===== src/rtl/tsp_consts.vh =====
`ifndef TSP_CONSTS_VH
`define TSP_CONSTS_VH
`define TSP_ADDR_COUNT 8'h01
`define TSP_ADDR_INTCTL 8'h0B
`define TSP_ADDR_OPTION 8'h81
`define TSP_OPTION_RESET 8'hFF
`define TSP_INTCTL_RESET 8'h00
`define TSP_COUNT_RESET 8'h00
`define TSP_BIT_IRQ_EN 5
`define TSP_BIT_OVF_FLAG 2
`define TSP_BIT_SRC 5
`define TSP_BIT_EDGE 4
`define TSP_BIT_ASSIGN 3
`define TSP_PHASES 4
`define TSP_INHIBIT_CYCLES 2'h2
`endif


===== src/rtl/tsp_prescaler.v =====
`timescale 1ns/1ns
`include "tsp_consts.vh"
module tsp_prescaler (
  // clock and reset
  input wire clk,
  input wire rstn,
  // control
  input wire clear,
  input wire tick,
  input wire [2:0] ratio,
  input wire half_off,
  // output
  output reg out_r
);
  reg [7:0] cnt_r;
  wire [7:0] cnt_nxt;
  wire [7:0] taps;
  genvar i;

  assign cnt_nxt = cnt_r + 8'h01;
  // tap per bit: bit i toggles every 2^i ticks
  generate
    for (i = 0; i < 8; i = i + 1)
    begin : g_tap
      assign taps[i] = cnt_r[i];
    end
  endgenerate

  // count is internal only, never on the register port
  always @(posedge clk or negedge rstn)
  begin
    if (!rstn)
    begin
      cnt_r <= 8'h00;
      out_r <= 1'b0;
    end
    else if (clear)
    begin
      cnt_r <= 8'h00;
      out_r <= 1'b0;
    end
    else
    begin
      if (tick)
        cnt_r <= cnt_nxt;
      // half_off selects watchdog table: one step less division
      if (half_off)
        out_r <= (ratio == 3'h0) ? tick : (tick && (cnt_nxt[ratio - 3'h1 -: 1] == 1'b0) && taps[ratio - 3'h1]);
      else
        out_r <= tick && (cnt_nxt[ratio] == 1'b0) && taps[ratio];
    end
  end
endmodule // tsp_prescaler


===== src/rtl/tsp_timer.v =====
// Our own choice: the address-and-strobe port.
`timescale 1ns/1ns
`include "tsp_consts.vh"
module tsp_timer (
  // clock and reset
  input wire clk,
  input wire rstn,
  // register port
  input wire [7:0] addr,
  input wire [7:0] wdata,
  input wire wr,
  input wire rd,
  output reg [7:0] rdata,
  // core status
  input wire sleep,
  input wire watchdog_clear_instr,
  // external count pin
  input wire ext_count_input,
  // outputs
  output wire irq,
  output wire watchdog_tick,
  output wire [1:0] phase
);
  reg [7:0] timer_count_r;
  reg [7:0] option_r;
  reg [7:0] intctl_r;
  reg [1:0] phase_r;
  reg [1:0] inhibit_r;
  reg s2_r;
  reg s4_r;
  reg sync_prev_r;
  wire [7:0] timer_count_nxt;
  wire phase_two;
  wire phase_four;
  wire instr_tick;
  wire assign_wdt;
  wire src_ext;
  wire edge_fall;
  wire ext_edge;
  wire timer_src;
  wire psc_clear;
  wire psc_in;
  wire psc_out;
  wire inc;
  wire overflow;
  wire wr_count;
  wire wr_option;
  wire wr_intctl;

  assign assign_wdt = option_r[`TSP_BIT_ASSIGN];
  assign src_ext = option_r[`TSP_BIT_SRC];
  assign edge_fall = option_r[`TSP_BIT_EDGE];
  assign wr_count = wr && (addr == `TSP_ADDR_COUNT);
  assign wr_option = wr && (addr == `TSP_ADDR_OPTION);
  assign wr_intctl = wr && (addr == `TSP_ADDR_INTCTL);

  // four core phases make one instruction cycle; held during sleep
  always @(posedge clk or negedge rstn)
  begin
    if (!rstn)
      phase_r <= 2'h0;
    else if (!sleep)
      phase_r <= phase_r + 2'h1;
  end
  assign phase = phase_r;
  assign phase_two = (phase_r == 2'h1);
  assign phase_four = (phase_r == 2'h3);
  assign instr_tick = phase_four && !sleep;

  // pin edge, taken with the chosen polarity before the prescaler
  reg pin_prev_r;
  always @(posedge clk or negedge rstn)
  begin
    if (!rstn)
      pin_prev_r <= 1'b0;
    else
      pin_prev_r <= ext_count_input;
  end
  assign ext_edge = edge_fall ? (pin_prev_r && !ext_count_input) : (!pin_prev_r && ext_count_input);

  // source choice: instruction cycles or external edges
  assign timer_src = src_ext ? ext_edge : instr_tick;

  // prescaler feeds from timer source or watchdog tick; one owner only
  assign psc_in = assign_wdt ? instr_tick : (timer_src && !sleep);
  assign psc_clear = (wr_count && !assign_wdt) ||
    (watchdog_clear_instr && assign_wdt);

  tsp_prescaler u_psc (
    .clk(clk),
    .rstn(rstn),
    .clear(psc_clear),
    .tick(psc_in),
    .ratio(option_r[2:0]),
    .half_off(assign_wdt),
    .out_r(psc_out)
  );

  // watchdog gets the prescaler output only when it owns it
  assign watchdog_tick = assign_wdt ? psc_out : instr_tick;

  // prescaler output, or the pin edge when the watchdog owns the prescaler, held as a level, sampled on phase two then four
  reg psc_level_r;
  always @(posedge clk or negedge rstn)
  begin
    if (!rstn)
      psc_level_r <= 1'b0;
    else if (psc_clear)
      psc_level_r <= 1'b0;
    else if (src_ext && (assign_wdt ? ext_edge : psc_out))
      psc_level_r <= ~psc_level_r;
  end

  always @(posedge clk or negedge rstn)
  begin
    if (!rstn)
    begin
      s2_r <= 1'b0;
      s4_r <= 1'b0;
      sync_prev_r <= 1'b0;
    end
    else
    begin
      if (phase_two)
        s2_r <= psc_level_r;
      if (phase_four)
      begin
        s4_r <= s2_r;
        sync_prev_r <= s4_r;
      end
    end
  end

  // increment: synchronised external toggle, or internal path
  assign inc = !sleep && (inhibit_r == 2'h0) &&
    (src_ext ? (phase_four && (s4_r != sync_prev_r)) : (assign_wdt ? instr_tick : psc_out));
  assign timer_count_nxt = timer_count_r + 8'h01;
  assign overflow = inc && (timer_count_r == 8'hFF);

  // counter; write loads and starts the two-cycle inhibit
  always @(posedge clk or negedge rstn)
  begin
    if (!rstn)
    begin
      timer_count_r <= `TSP_COUNT_RESET;
      inhibit_r <= 2'h0;
    end
    else if (wr_count)
    begin
      timer_count_r <= wdata;
      inhibit_r <= `TSP_INHIBIT_CYCLES;
    end
    else
    begin
      if (inc)
        timer_count_r <= timer_count_nxt;
      if (instr_tick && (inhibit_r != 2'h0))
        inhibit_r <= inhibit_r - 2'h1;
    end
  end

  // option register; a counter write never touches it
  always @(posedge clk or negedge rstn)
  begin
    if (!rstn)
      option_r <= `TSP_OPTION_RESET;
    else if (wr_option)
      option_r <= wdata;
  end

  // interrupt control: flag set on every wrap, set beats clear
  always @(posedge clk or negedge rstn)
  begin
    if (!rstn)
      intctl_r <= `TSP_INTCTL_RESET;
    else
    begin
      if (wr_intctl)
        intctl_r <= wdata; // flag cleared only by software
      if (overflow)
        intctl_r[`TSP_BIT_OVF_FLAG] <= 1'b1;
    end
  end

  // level request gated by the enable bit
  assign irq = intctl_r[`TSP_BIT_OVF_FLAG] && intctl_r[`TSP_BIT_IRQ_EN];

  // read data one cycle after the strobe; unmapped reads zero
  always @(posedge clk or negedge rstn)
  begin
    if (!rstn)
      rdata <= 8'h00;
    else if (rd)
    begin
      case (addr)
        `TSP_ADDR_COUNT: rdata <= timer_count_r;
        `TSP_ADDR_INTCTL: rdata <= intctl_r;
        `TSP_ADDR_OPTION: rdata <= option_r;
        default: rdata <= 8'h00;
      endcase
    end
    else
      rdata <= 8'h00;
  end
endmodule // tsp_timer


===== config.mk =====
export PLATFORM = sky130hd
export DESIGN_NAME = tsp_timer
export DESIGN_NICKNAME = d
export VERILOG_FILES = /design/src/rtl/tsp_prescaler.v /design/src/rtl/tsp_timer.v
export VERILOG_INCLUDE_DIRS = /design/src /design/src/rtl
export SDC_FILE = /design/constraint.sdc
export NUM_CORES = 1
export LEC_CHECK = 0
export BUFFER_PORTS_ARGS = -buffer_cell sky130_fd_sc_hd__clkbuf_2
export CAP_MARGIN = 0
export CORE_MARGIN = 5
export CORE_UTILIZATION = 40
export CTS_CLUSTER_SIZE = 14
export DETAILED_ROUTE_END_ITERATION = 10
export MAX_ROUTING_LAYER = met4
export SYNTH_ARGS = -nofsm -noshare
export SYNTH_HDL_FRONTEND = slang
export SYNTH_SLANG_ARGS = --single-unit

===== constraint.sdc =====
create_clock -name clk -period 2.2 [get_ports clk]
set_input_delay 0.11 -clock clk [delete_from_list [all_inputs] [get_ports clk]]
set_output_delay 0.11 -clock clk [all_outputs]
set_load 0.05 [all_outputs]

# Word level (Yosys, flattened, before mapping)
# Index checks and enable logic that the tools add are counted.
# Widths: inputs -> output; s select.
# word_totals
reg_bits	50
inputBits	23
output_inout_bits	12
# classes
n_addsub	5
magnitude_cmp	2
eq_ne	7
shift	1
muxes	28
bitwise	3
n_reduce_logical	33
# ops
cell	n
$mux 8	5
$pmux 8 s3	1
$logic_and 1x1->1	20
$add 8x1->8 const B	2
$eq 8x8->1 const B	2
$mux 1	16
$reduce_bool 2->1	6
$bmux 1 s3	3
$eq 8x1->1 const B	1
$eq 8x4->1 const B	1
$lt 3x4->1 const B	2
$shiftx 8x4->1	1
$logic_not 1->1	4
$mux 2	2
$logic_not 3->1	1
$mux 3	1
$not 1->1	3
$sub 3x1->3 const B	1
$add 2x1->2 const B	1
$eq 2x1->1 const B	1
$eq 2x2->1 const B	1
$logic_not 2->1	1
$sub 2x1->2 const B	1
$logic_or 1x1->1	1
$ne 1x1->1	1

# Longest topological paths before layout
# Gate-level depths: netlist of the first run.
# depth
ltp_word	11
ltp_mapped	9
mapped_depth_nobuf	8

# Cells and area by module
# Synthesis of the first run repeated with hierarchy kept, for this count alone.
# hier_totals
cells_unflattened	285
hier_area_um2	2867.8
# by_module_without_submodules
mod	instances	cells_each	area_per_inst_um2	seq_area_each_um2
tsp_timer	1	187	2054.5	1036.0
tsp_prescaler	1	98	813.3	225.2

# Worst setup path before layout of the first run
# OpenSTA, ideal clock, no wires.
# synth_path
kind	register -> output
start	reg phase_r[0] (netlist: phase[0])
end	out watchdog_tick
arrival_time_ns	2.167
slack_ns	-0.077
stages_incl_launch_ff	4
path_buffers	0
cell_sequence	dfrtp_1 -> ha_1 -> nand2b_1 -> o21ai_0
# synth_via
elab_chain_cells	3
# synth_rtl
item	line	text
start, declared	tsp_timer.v:27	reg [1:0] phase_r;
start signal, assigned	tsp_timer.v:63	phase_r <= phase_r + 2'h1;
$eq 2x2->1	tsp_timer.v:67	assign phase_four = (phase_r == 2'h3);
$logic_and 1x1->1	tsp_timer.v:68	assign instr_tick = phase_four && !sleep;
$mux 1	tsp_timer.v:100	assign watchdog_tick = assign_wdt ? psc_out : instr_tick;
end, declared	tsp_timer.v:21	output wire watchdog_tick,
# Every way passes these cells.

# Worst setup path in the final report of the first run
# layout_path
start	reg phase_r[0] (netlist: phase[0])
end	reg timer_count_r[7]
# layout_via
elab_chain_cells	6
# layout_rtl
item	line	text
$eq 2x2->1 (*)	tsp_timer.v:67	
$logic_and 1x1->1	tsp_timer.v:68	
$mux 1	tsp_timer.v:136	(src_ext ? (phase_four && (s4_r != sync_prev_r)) : (assign_wdt ? instr_tick : psc_out));
$mux 1 (*)	tsp_timer.v:136	
$logic_and 1x1->1 (*)	tsp_timer.v:135	assign inc = !sleep && (inhibit_r == 2'h0) &&
$reduce_bool 2->1 (no line) (*)	-	
end signal, assigned	tsp_timer.v:145	timer_count_r <= `TSP_COUNT_RESET;
end signal, assigned	tsp_timer.v:150	timer_count_r <= wdata;
end signal, assigned	tsp_timer.v:156	timer_count_r <= timer_count_nxt;
end, declared	tsp_timer.v:24	reg [7:0] timer_count_r;
# Mark *: on every way between the ends. The rest lies on a longest branch, timed or not.
# A chain may end at the register's enable or synchronous reset.

==> impl.org, run 1 <==
** Layout
- Of the cells placed in the final design, the portion with a size suffix greater than 1 is 0.285.
- Antenna diode count :: 0
- Relative to the synthesized area, the layout overhead comes to 17.3%.
- In the layout the commonest cells are sky130_fd_sc_hd__dfrtp_1 (42), sky130_fd_sc_hd__nor2_1 (34), sky130_fd_sc_hd__clkbuf_2 (34).
- Fillcell total :: 665
- After the last flow step, the layout net total stands at 341.
- For this run, the number of standard cells in the final layout without fillers is 392.
- The library cell used most frequently in the layout, excluding fill and tap cells, is sky130_fd_sc_hd__dfrtp_1.

** Power
- Internal power contribution :: ~1800 uW
- Clock network power share :: 0.233
- Summed over all cells, the static leakage comes to between 0.001 and 0.0015 uW.
- Of the total power, registers draw 0.470.
- Sw Pwr :: 1010 uW
- The share of total power dissipated in combinational logic is 0.297.
- Of the total power, the share spent switching nets is 0.354.
- In this run the power density over the cells is about 900 nW/um2.
- Peak ir drop on the vdd network :: between 300 and 400 uV

** Setup path
- STA classifies the critical path startpoint as a flip-flop.
- Cell seen most often among critical-path stages :: sky130_fd_sc_hd__a21oi_1
- STA puts the critical path data required time at 2.39 ns.
- Critical-path cell list :: ha_1 > nand3b_1 > a21oi_1 > o21ai_1 > buf_4 > nor4_1 > xnor2_1 > a21oi_1
- Worst reg-to-reg path cell count :: 8
- The worst setup path is of the flip-flop to flip-flop kind.
- STA classifies the critical path endpoint as a flip-flop.
- Startpoint of the most critical register-to-register path :: phase[0]
- The number of buffers and inverters on the critical path is 1.
- On the critical path the largest part of the delay comes from simple AND/OR/NAND/NOR gates.
- Arrival time of data at the critical path endpoint :: about 2.2 ns
- The worst register-to-register path ends at timer_count_r[7].
- Critical Path Slowest Stage Cell :: sky130_fd_sc_hd__dfrtp_1
- R2R setup slack :: 0.22 ns
- In this run the worst path has a maximum fanout of 8.
- The largest single stage delay on the critical path is between 0.4 and 0.5 ns.

** Timing
- Relative slew margins :: 0.430
- For the final routed database, the setup TNS stands at 0 ns.
- Min cycle time layout :: between 1.5 and 2 ns
- Slew @ Worst Pin :: between 0.8 and 0.9 ns
- The number of slew-limit violations in the final report came to 0.
- Final hold violations :: 0
- Fraction of the cycle the final worst path needs :: 0.899
- Across the routed clock network, the largest skew measured is ~0.0096 ns.
- Setup violations remaining at the end of the flow were counted as 0.
- Unrepaired setup endpoints after global routing :: no
- Once routing completed, OpenROAD measured the worst setup slack at between 0.2 and 0.25 ns.
- For this run, the top clock speed supported by timing is 505 MHz.

** Drt
- In the routed layout, each cell is associated on average with a via count of approximately 5.4.
- In the final routed layout, each cell accounts on average for 15.0 um.
- After detailed routing, the number of remaining DRC violations is 0.
- Detailed-router iteration count before antenna repair :: 4
- Detailed routing inserted a total of around 2.1k vias.
- After detailed routing, the total wire length is a little under 6 mm.
- Number of routed nets with antenna violations :: 0
- DR iter-0 viols :: 120

** Clock network
- Clock-pin slew was measured on the worst setup and hold paths at roughly 0.10 ns.
- The clock tree synthesis step divided the H-tree into 2 levels.
- TritonCTS clock tree :: built
- Clock root buffer :: sky130_fd_sc_hd__clkbuf_8
- The clock passes through at most 2 buffers.
- Number of sinks on the clock net :: 50
- TritonCTS Buffers :: 5
- For the worst-skew pair, the clock arrives at the later sink with an insertion delay of approximately 0.30 ns.

** Synthesis
- Number of warnings issued by yosys :: 0
- The synthesized design contains 0 enable-type register cells.
- The most used flip-flop cell after synthesis is sky130_fd_sc_hd__dfrtp_1.
- Main area contributors after synthesis :: sky130_fd_sc_hd__dfrtp_1 (39%), sky130_fd_sc_hd__dfstp_2 (7.8%), sky130_fd_sc_hd__mux2_2 (7.5%)
- Flip-flop and latch count after synthesis :: 50
- For this run, the register share of the synthesized area comes to 0.468.
- Syn Nets :: roughly 300
- Top cell type's share of synthesized area :: 0.390
- After synthesis, the share of flip-flops with an asynchronous set or reset is 1.00.
- The cell count after synthesis came out at ~270.
- Avg Inst Size Synth :: approximately 10 um2
- Synthesis instantiated 51 different standard cells from the library.
- The largest total area in the synthesized netlist belongs to sky130_fd_sc_hd__dfrtp_1.
- The cell area that synthesis handed to floorplanning was 2700 um2.

** Die
- Die Wd :: approximately 92 um
- The die covers ~8500 um2.
- From bottom edge to top edge, the die measures 92.1 um.
- Core box area :: roughly 6700 um2
- Row generation in the floorplan step produced 30 rows.
- Number of I/O pins :: 35
- Initial cell density of the core :: 0.403

** Placed design
- Quantity of I/O buffers inserted on ports :: 34
- Dpl cells :: approximately 380
- Gp weighted congestion :: roughly 0.90
- Timing analysis after detailed placement gives a worst setup slack of around 0.20 ns.
- Detailed-placement wirelength estimate :: roughly 4.1 mm

** Global routing
- The via count of the first global-routing pass was 2058.
- Across every metal layer, demand over resource in global routing totals 0.153.
- Entering global routing, the biggest net connects 29 pins.
- Global-route wire length before repair :: between 10 and 15 mm
- For this run the aggregate overflow at the end of global routing stands at 0.
- The number of antenna violations at the first check in global routing was 0.

** Worst hold path
- The tightest min-delay check is of the input pin to flip-flop type.
- Hold Crit Start :: wdata[7]
- Counting instances, the worst hold path has a depth of 2.
- Worst Hold End :: intctl_r[7]

** Flow run
- Total of max-cap violations :: 0

** Outcome
- The run finished with clean final reports.
-- through the flow --
stage | util | power (uW) | hold WS [ns] | cell area, um2
floorplan | - | 1950 | -0.186 | 2700
global placement | 0.448 | 2160 | 0.143 | 2990
detailed placement | 0.448 | 2170 | 0.151 | 2990
CTS | 0.468 | 2850 | 0.0547 | 3130
global route | 0.473 | 3050 | 0.0527 | 3160
finish | 0.473 | 2850 | 0.0639 | 3160
-- state kept, by name (all words and copies together) (netlist names), 2 cells and up --
signal / flops
u_psc.cnt_r: 8
rdata: 8
phase: 2
inhibit_r: 2
option_r: 8
intctl_r: 8
timer_count_r: 8
-- worst register-to-register path: stages (launching register included) --
cell	delay, ns
sky130_fd_sc_hd__dfrtp_1	0.42
sky130_fd_sc_hd__ha_1	0.31
sky130_fd_sc_hd__nand3b_1	0.11
sky130_fd_sc_hd__a21oi_1	0.16
sky130_fd_sc_hd__o21ai_1	0.09
sky130_fd_sc_hd__buf_4	0.17
sky130_fd_sc_hd__nor4_1	0.38
sky130_fd_sc_hd__xnor2_1	0.17
sky130_fd_sc_hd__a21oi_1	0.08
-- layer usage --
metal	global-route usage	wire, um
met5	-	0
met4	0.0408	66
met3	0.0238	223
met2	0.237	2720
met1	0.209	2860
-- power by group through the flow --
stage	Clock, uW	Sequential, uW	Combinational (uW)
floorplan	0	1370	579
global placement	0	1350	804
detailed placement	0	1350	817
CTS	686	1340	827
global route	728	1380	950
finish	664	1340	847
-- repair_timing --
item                                    4_1_cts  5_1_grt
setup buffers                                 0        1
hold buffers                                  2        0
hold endpoints to repair                     19        0
resized for setup                             0        4
endpoints found under the setup margin        0        1
-- final cells by class --
cell class | count | area, um2 | area share
Clock buffer | 5 | 68.8 | 0.0218
Clock inverter | 3 | 43.8 | 0.0139
Inverter | 10 | 37.5 | 0.0119
Multi-Input combinational cell | 200 | 1390 | 0.439
Sequential cell | 50 | 1260 | 0.399
Tap cell | 80 | 100 | 0.0317
Timing Repair Buffer | 44 | 263 | 0.0831
-- synth_stat cells, types with 5 or more instances --
cell	n
sky130_fd_sc_hd__nand3_1	8
sky130_fd_sc_hd__a22oi_1	6
sky130_fd_sc_hd__dfstp_2	8
sky130_fd_sc_hd__ha_1	7
sky130_fd_sc_hd__dfrtp_1	42
sky130_fd_sc_hd__o21ai_0	5
sky130_fd_sc_hd__a21oi_1	23
sky130_fd_sc_hd__xnor2_1	16
sky130_fd_sc_hd__nor3_1	7
sky130_fd_sc_hd__nor2_1	34
sky130_fd_sc_hd__inv_1	10
sky130_fd_sc_hd__mux2_2	18
sky130_fd_sc_hd__nand2_1	22
-- how the worst max path moves through the flow --
stage | from | endpoint | slack (ns) | depth (start not counted)
4_1_cts | option_r[1] | u_psc.out_r | 0.16 | 7
3_3_place_gp | option_r[1] | u_psc.out_r | 0.27 | 7
6_report | phase[0] | timer_count_r[7] | 0.22 | 8
5_1_grt | phase[0] | timer_count_r[7] | 0.02 | 8
3_5_place_dp | option_r[1] | u_psc.out_r | 0.20 | 7
2_1_floorplan | phase[0] | timer_count_r[7] | 0.12 | 7
-- cells by family (layout without fill, tap and decap cells) --
family          after synthesis  after routing  synth area share
simple gates                101            101             0.196
compound gates               51             51             0.124
flops                        50             50             0.468
mux                          22             22            0.0901
xor+xnor                     19             19            0.0617
buf+inv                      17             62            0.0279
fa+ha+maj                     7              7            0.0325
Note: power is estimated with default switching activity, not from simulation.
==> inputs of run 2 (changes only) <==
--- a/config.mk
+++ b/config.mk
@@ -9,10 +9,11 @@
 export BUFFER_PORTS_ARGS = -buffer_cell sky130_fd_sc_hd__clkbuf_2
 export CAP_MARGIN = 0
 export CORE_MARGIN = 5
-export CORE_UTILIZATION = 40
+export CORE_UTILIZATION = 52
 export CTS_CLUSTER_SIZE = 14
 export DETAILED_ROUTE_END_ITERATION = 10
 export MAX_ROUTING_LAYER = met4
+export PLACE_DENSITY = 0.76
 export SYNTH_ARGS = -nofsm -noshare
 export SYNTH_HDL_FRONTEND = slang
 export SYNTH_SLANG_ARGS = --single-unit
==> impl.org, run 2 (synthesis results as in run 1) <==
** Outcome
- Status :: finished, final reports clean (unchanged)

** Timing
- The number of slew-limit violations in the final report came to 0 (unchanged).
- Unrepaired setup endpoints after global routing: no (unchanged).
- Min cycle time layout :: 2.04 ns (was 1.98 ns)
- Setup WS post-layout :: 0.161 ns (was 0.221 ns)
- The final count of negative-setup-slack endpoints is 0 (unchanged).
- The final critical-path share of the clock period is 0.927 (was 0.899).
- The measured slew at the worst slew-check pin is 0.753 ns (was 0.854 ns).
- The count of final hold-check violations came to 0 (unchanged).
- The worst max-slew margin expressed relative to the limit was 0.497 (was 0.430).
- The maximum achievable frequency came to 490 MHz (was 505 MHz).
- Clock Skews :: 0.00291 ns (was 0.00963 ns)
- Setup total negative slack :: 0 ns (unchanged)

** Layout
- The final antenna diode count came to 0 (unchanged).
- The most frequent standard cell in the layout excluding fill and tap cells was sky130_fd_sc_hd__dfrtp_1 (unchanged).
- Highest-count cells in the layout ignoring fill and taps :: sky130_fd_sc_hd__dfrtp_1 (42), sky130_fd_sc_hd__nor2_1 (34), sky130_fd_sc_hd__clkbuf_2 (34) (unchanged)
- The area taken by flip-flops and latches is 1260 um2 (unchanged).
- The filler cell count was 470 (was 665).
- P&R area growth vs syn :: 14.6% (was 17.3%)
- The multi-input gate area in the final layout was 1360 um2 (was 1390 um2).
- Fin nets :: 339 (was 341)
- The fraction of final layout cells sized beyond drive strength 1 was 0.274 (was 0.285).

** Die
- Die height :: 82.0 um (was 92.1 um)
- Standard-cell row count :: 26 (was 30)
- The number of top-level pins was 35 (unchanged).
- Die Wd :: 82.0 um (was 92.1 um)
- Area enclosed by the die boundary :: 6720 um2 (was 8480 um2)
- The initial core utilization came to 0.531 (was 0.403).
- The floorplan core area is 5070 um2 (was 6680 um2).

** Setup path
- The critical path startpoint category is a flip-flop (unchanged).
- The depth of the worst register-to-register path came to 7 (was 8).
- The start of the worst register-to-register path was option_r[1] (was phase[0]).
- R2R setup slack :: 0.16 ns (was 0.22 ns)
- Type of destination of the critical path :: flip-flop (unchanged)
- The arrival time of data at the critical path endpoint is 2.25 ns (was 2.17 ns).
- Required time at the worst-slack endpoint :: 2.42 ns (was 2.39 ns)
- The maximum fanout along the worst path came to 7 (was 8).
- Crit Path Class :: flip-flop to flip-flop (unchanged)
- End of the worst register-to-register path :: u_psc.out_r (was timer_count_r[7])

** Clock network
- Maximum level of the CTS H-tree :: 2 (unchanged)
- Post-CTS setup buffers :: 0 (unchanged)
- Clock root buffer :: sky130_fd_sc_hd__clkbuf_8 (unchanged)
- The CTS tree was built (unchanged).
- The total clock sinks was 50 (unchanged).
- TritonCTS Buffers :: 5 (unchanged)
- Clock buffer depth :: 2 (unchanged)
- The insertion delay of the later-clocked pin in the worst-skew pair came to 0.30 ns (about the same).
- The clock-pin slew of the registers on the worst-case setup and hold paths came to 0.09 ns (was 0.10 ns).

** Worst hold path
- Worst hold path class :: input pin to flip-flop (unchanged)
- WHS Path Cells :: 2 (unchanged)
- Worst Hold End :: phase[0] (was intctl_r[7])
- The start point of the worst hold path is sleep (was wdata[7]).

** Global routing
- Number of global-route vias before repair :: 1996 (was 2058)
- Global-route wire length before repair :: 9.50 mm (was 10.2 mm)
- Pin count of the biggest net entering global routing :: 27 (was 29)
- The total routing usage reported by global routing was 0.191 (was 0.153).
- Antenna violations before repair :: 0 (unchanged)
- Leftover overflow at the end of global routing :: 0 (unchanged)

** Drt
- The mean routed wirelength per cell is 15.0 um (about the same).
- The sum of routed wire length over all layers is 5.71 mm (was 5.87 mm).
- Remaining DRCs :: 0 (unchanged)
- The number of detailed-route iterations in the first pass was 5 (was 4).
- The post-detailed-route via-to-cell ratio came to 5.57 (was 5.37).
- The residual antenna-violating net count after detailed routing came to 0 (unchanged).
- The initial detailed-routing violation count was 148 (was 120).
- The overall via count from detail_route is 2115 (was 2105).

** Placed design
- Detailed-placement wirelength estimate :: 4.05 mm (was 4.13 mm)
- The worst slack at placement came to 0.215 ns (was 0.197 ns).
- Gp weighted congestion :: 0.874 (was 0.897)
- The quantity of I/O buffers inserted on ports is 34 (unchanged).

** Power
- The leakage power total was 0.00138 uW (was 0.00141 uW).
- Peak ir drop on the vdd network :: 441 uV (was 320 uV)
- The final total power was 2720 uW (was 2850 uW).
- Total power density per cell area :: 882 nW/um2 (was 902 nW/um2)

** Flow run
- Total of max-cap violations :: 0 (unchanged)
[run 2: final cells by class]
class                      count  share of cell area
multi-input combinational    200               0.440
sequential                    50               0.408
clock inverter                 2             0.00405
timing repair buffer          42              0.0802
inverter                      10              0.0122
tap                           70              0.0284
clock buffer                   6              0.0267
[run 2: metrics by stage]
step / area, um2 / hold WS, ns / utilization / std cells
3_5_place_dp: 2970 / 0.182 / 0.586 / 370
4_1_cts: 3090 / 0.0568 / 0.608 / 380
6_report: 3090 / 0.0680 / 0.608 / 380
3_3_place_gp: 2970 / 0.169 / 0.586 / 370
5_1_grt: 3090 / 0.0638 / 0.608 / 380
2_1_floorplan: 2700 / -0.186 / - / 267
[run 2: worst max-delay path by stage]
stage                      from          endpoint  slack [ns]
detailed placement  option_r[1]       u_psc.out_r        0.22
floorplan              phase[0]  timer_count_r[7]        0.12
global placement    option_r[1]       u_psc.out_r        0.27
global route           phase[0]  timer_count_r[7]        0.05
finish              option_r[1]       u_psc.out_r        0.16
CTS                 option_r[1]       u_psc.out_r        0.18
[run 2: timing repair]
| item | in CTS | in global routing |
|---|---|---|
| gates resized for setup | 0 | 0 |
| endpoints found under the hold margin | 20 | 0 |
| hold buffers | 2 | 0 |
[run 2: power breakdown]
group / internal, uW / switching (uW)
Sequential: 1110 / 234
Combinational: 370 / 443
Clock: 253 / 307
Total: 1740 / 985
[run 2: critical path: stages (launching register included)]
cell and delay (ns):
sky130_fd_sc_hd__dfstp_2 0.60, sky130_fd_sc_hd__inv_1 0.10, sky130_fd_sc_hd__ha_1 0.36, sky130_fd_sc_hd__nor4b_1 0.32, sky130_fd_sc_hd__nor3_1 0.08, sky130_fd_sc_hd__o21ai_0 0.09, sky130_fd_sc_hd__o311ai_0 0.17, sky130_fd_sc_hd__a311oi_1 0.24
[run 2: routing by layer]
layer / vias to the layer above / GRT usage / wire length, um
met3: 11 / 0.0329 / 234
met4: 0 / 0.0831 / 96
met1: 1013 / 0.255 / 2650
met2: 59 / 0.286 / 2720
li1: 1032 / - / -
met5: - / - / 0
==> inputs of run 3 (changes only) <==
--- a/config.mk
+++ b/config.mk
@@ -8,6 +8,7 @@
 export LEC_CHECK = 0
 export BUFFER_PORTS_ARGS = -buffer_cell sky130_fd_sc_hd__clkbuf_2
 export CAP_MARGIN = 0
+export CORE_ASPECT_RATIO = 0.6
 export CORE_MARGIN = 5
 export CORE_UTILIZATION = 52
 export CTS_CLUSTER_SIZE = 14
==> impl.org, run 3 (synthesis results as in run 1) <==
** Outcome
- Status: finished, final reports clean (unchanged).

** Timing
- Relative slew margins :: 0.431 (was 0.497)
- The maximum achievable frequency is 481 MHz (was 490 MHz).
- Setup total negative slack :: 0 ns (unchanged)
- The measured slew at the worst slew-check pin was 0.852 ns (was 0.753 ns).
- Final hold violations :: 0 (unchanged)
- The setup clock skew after layout came to 0.00397 ns (was 0.00291 ns).
- Final setup fails :: 0 (unchanged)
- Min cycle time layout :: 2.08 ns (was 2.04 ns)
- Fraction of the cycle the final worst path needs :: 0.945 (was 0.927)
- Unrepaired setup endpoints after global routing: no (unchanged).
- The number of slew-limit violations in the final report came to 0 (unchanged).

** Setup path
- The maximum fanout along the worst path was 7 (unchanged).
- The critical path endpoint category is a flip-flop (unchanged).
- The start of the worst register-to-register path is option_r[1] (unchanged).
- The arrival time of data at the critical path endpoint came to 2.29 ns (was 2.25 ns).
- The critical path data required time is 2.41 ns (was 2.42 ns).
- The kind of critical path is flip-flop to flip-flop (unchanged).
- The highest cell delay on the worst timing path is 0.59 ns (was 0.60 ns).
- The launching instance or port of the critical path is option_r[1] (unchanged).
- Kind of start point of the critical path :: flip-flop (unchanged)
- The critical-path cell with the highest stage delay is sky130_fd_sc_hd__dfstp_2 (unchanged).
- Critical-path cell list :: inv_1 > ha_1 > nor4b_1 > nor3_1 > o21ai_0 > o311ai_0 > a311oi_1 (unchanged)

** Power
- The leakage power total came to 0.00139 uW (was 0.00138 uW).
- The power per cell area is 888 nW/um2 (was 882 nW/um2).
- The peak supply drop came to 440 uV (was 441 uV).
- The final total power came to 2740 uW (was 2720 uW).

** Clock network
- Clock buffer depth :: 2 (unchanged)
- The insertion delay of the later-clocked pin in the worst-skew pair is 0.30 ns (about the same).
- Maximum level of the CTS H-tree :: 2 (unchanged)
- The total CTS buffers is 5 (unchanged).
- Number of sinks on the clock net :: 50 (unchanged)
- Clock root buffer :: sky130_fd_sc_hd__clkbuf_8 (unchanged)
- Clock slew seen by the registers of the worst setup and hold paths :: 0.09 ns (about the same)
- The post-CTS setup repair buffer count came to 0 (unchanged).
- The CTS tree was built (unchanged).

** Global routing
- Global-route usage over all layers :: 0.202 (was 0.191)
- Number of global-route vias before repair :: 2071 (was 1996)
- The remaining global-route overflow is 0 (unchanged).
- Global-route wire length before repair :: 10.3 mm (was 9.50 mm)
- The pin count of the biggest net entering global routing is 31 (was 27).
- The number of antenna violations at the first check in global routing came to 0 (unchanged).

** Drt
- The mean routed wirelength per cell came to 16.0 um (was 15.0 um).
- The number of detailed-route iterations in the first pass was 5 (unchanged).
- The residual antenna-violating net count after detailed routing is 0 (unchanged).
- DR iter-0 viols :: 223 (was 148)
- The DRC violations left is 0 (unchanged).
- The sum of routed wire length over all layers was 6.07 mm (was 5.71 mm).
- The post-detailed-route via-to-cell ratio came to 5.67 (was 5.57).
- Total number of vias :: 2142 (was 2115)

** Die
- Die Wd :: 103 um (was 82.0 um)
- Number of I/O pins :: 35 (unchanged)
- The overall die area was 6770 um2 (was 6720 um2).
- Standard-cell row count :: 20 (was 26)
- The floorplan core area was 5030 um2 (was 5070 um2).
- Initial cell density of the core :: 0.536 (was 0.531)
- The die extent in y is 65.8 um (was 82.0 um).

** Layout
- The final net count was 341 (was 339).
- Core occupancy in the finished layout :: 0.615 (was 0.608)
- The fraction of final layout cells sized beyond drive strength 1 came to 0.282 (was 0.274).
- P&R area growth vs syn :: 14.7% (was 14.6%)
- Highest-count cells in the layout ignoring fill and taps: sky130_fd_sc_hd__dfrtp_1 (42), sky130_fd_sc_hd__nor2_1 (34), sky130_fd_sc_hd__clkbuf_2 (34) (unchanged).
- Final standard cell area without fillers :: 3090 um2 (about the same)
- Antenna diode count :: 0 (unchanged)
- Most common cell after layout, fill and taps aside :: sky130_fd_sc_hd__dfrtp_1 (unchanged)

** Placed design
- Detailed-placement wirelength estimate :: 4.50 mm (was 4.05 mm)
- Area of placed instances :: 2970 um2 (about the same)
- Gp weighted congestion :: 0.892 (was 0.874)
- The quantity of I/O buffers inserted on ports was 34 (unchanged).

** Worst hold path
- The class of the tightest hold or removal check was input pin to flip-flop (unchanged).
- The start point of the worst hold path is wdata[6] (was sleep).

** Flow run
- Total of max-cap violations :: 0 (unchanged)
-- run 3: cell types whose count changed in the layout (fill, tap and decap cells not counted) --
cell                       change
sky130_fd_sc_hd__nor4bb_1      -1
sky130_fd_sc_hd__buf_4         +3
sky130_fd_sc_hd__buf_12        -1
sky130_fd_sc_hd__nor4bb_2      +1
-- run 3: final timing paths --
kind	depth (start not counted)	slack, ns	to
worst min register to register	1	0.52	intctl_r[3]
worst min-delay path	2	0.07	option_r[6]
worst max-delay path	7	0.12	u_psc.out_r
worst max register to register	7	0.12	u_psc.out_r
max in group asynchronous	3	1.11	option_r[1]
min in group asynchronous	2	0.38	phase[0]
-- run 3: where the power goes --
group	total [uW]	internal, uW	switching (uW)	leakage (uW)
registers	1350	1110	237	0.000634
logic	838	376	462	0.000709
clock network	555	253	302	0.0000472
-- run 3: worst max-delay path: cells and delay by family (launching register included) --
kind,cells,cell delay [ns]
flip-flops,1,0.59
AO/OA/AOI/OAI,3,0.48
AND/OR/NAND/NOR,2,0.45
adder cells (fa/ha/maj),1,0.37
buffers and inverters,1,0.11
-- run 3: layer usage --
layer / track usage / routed length, um
met1: 0.297 / 3040
met2: 0.276 / 2530
met3: 0.0509 / 421
met4: 0.0549 / 77
met5: - / 0
-- run 3: final cells by class --
type	instances	area (um2)
fill	417	1940
multi-input combinational	200	1370
sequential	50	1260
timing repair buffer	44	250
clock buffer	6	82.6
tap	66	82.6
inverter	10	37.5
clock inverter	2	12.5
-- run 3: what timing repair did --
item	in CTS	in global routing
hold buffers	2	0
resized for setup	0	1
endpoints found under the setup margin	0	1
endpoints found under the hold margin	25	0
-- run 3: stage by stage --
step,setup slack [ns],hold slack [ns],std cells
2_1_floorplan,0.119,-0.186,267
3_3_place_gp,0.309,0.204,368
3_5_place_dp,0.176,0.200,368
4_1_cts,0.158,0.0579,378
5_1_grt,0.0192,0.0731,378
6_report,0.121,0.0680,378
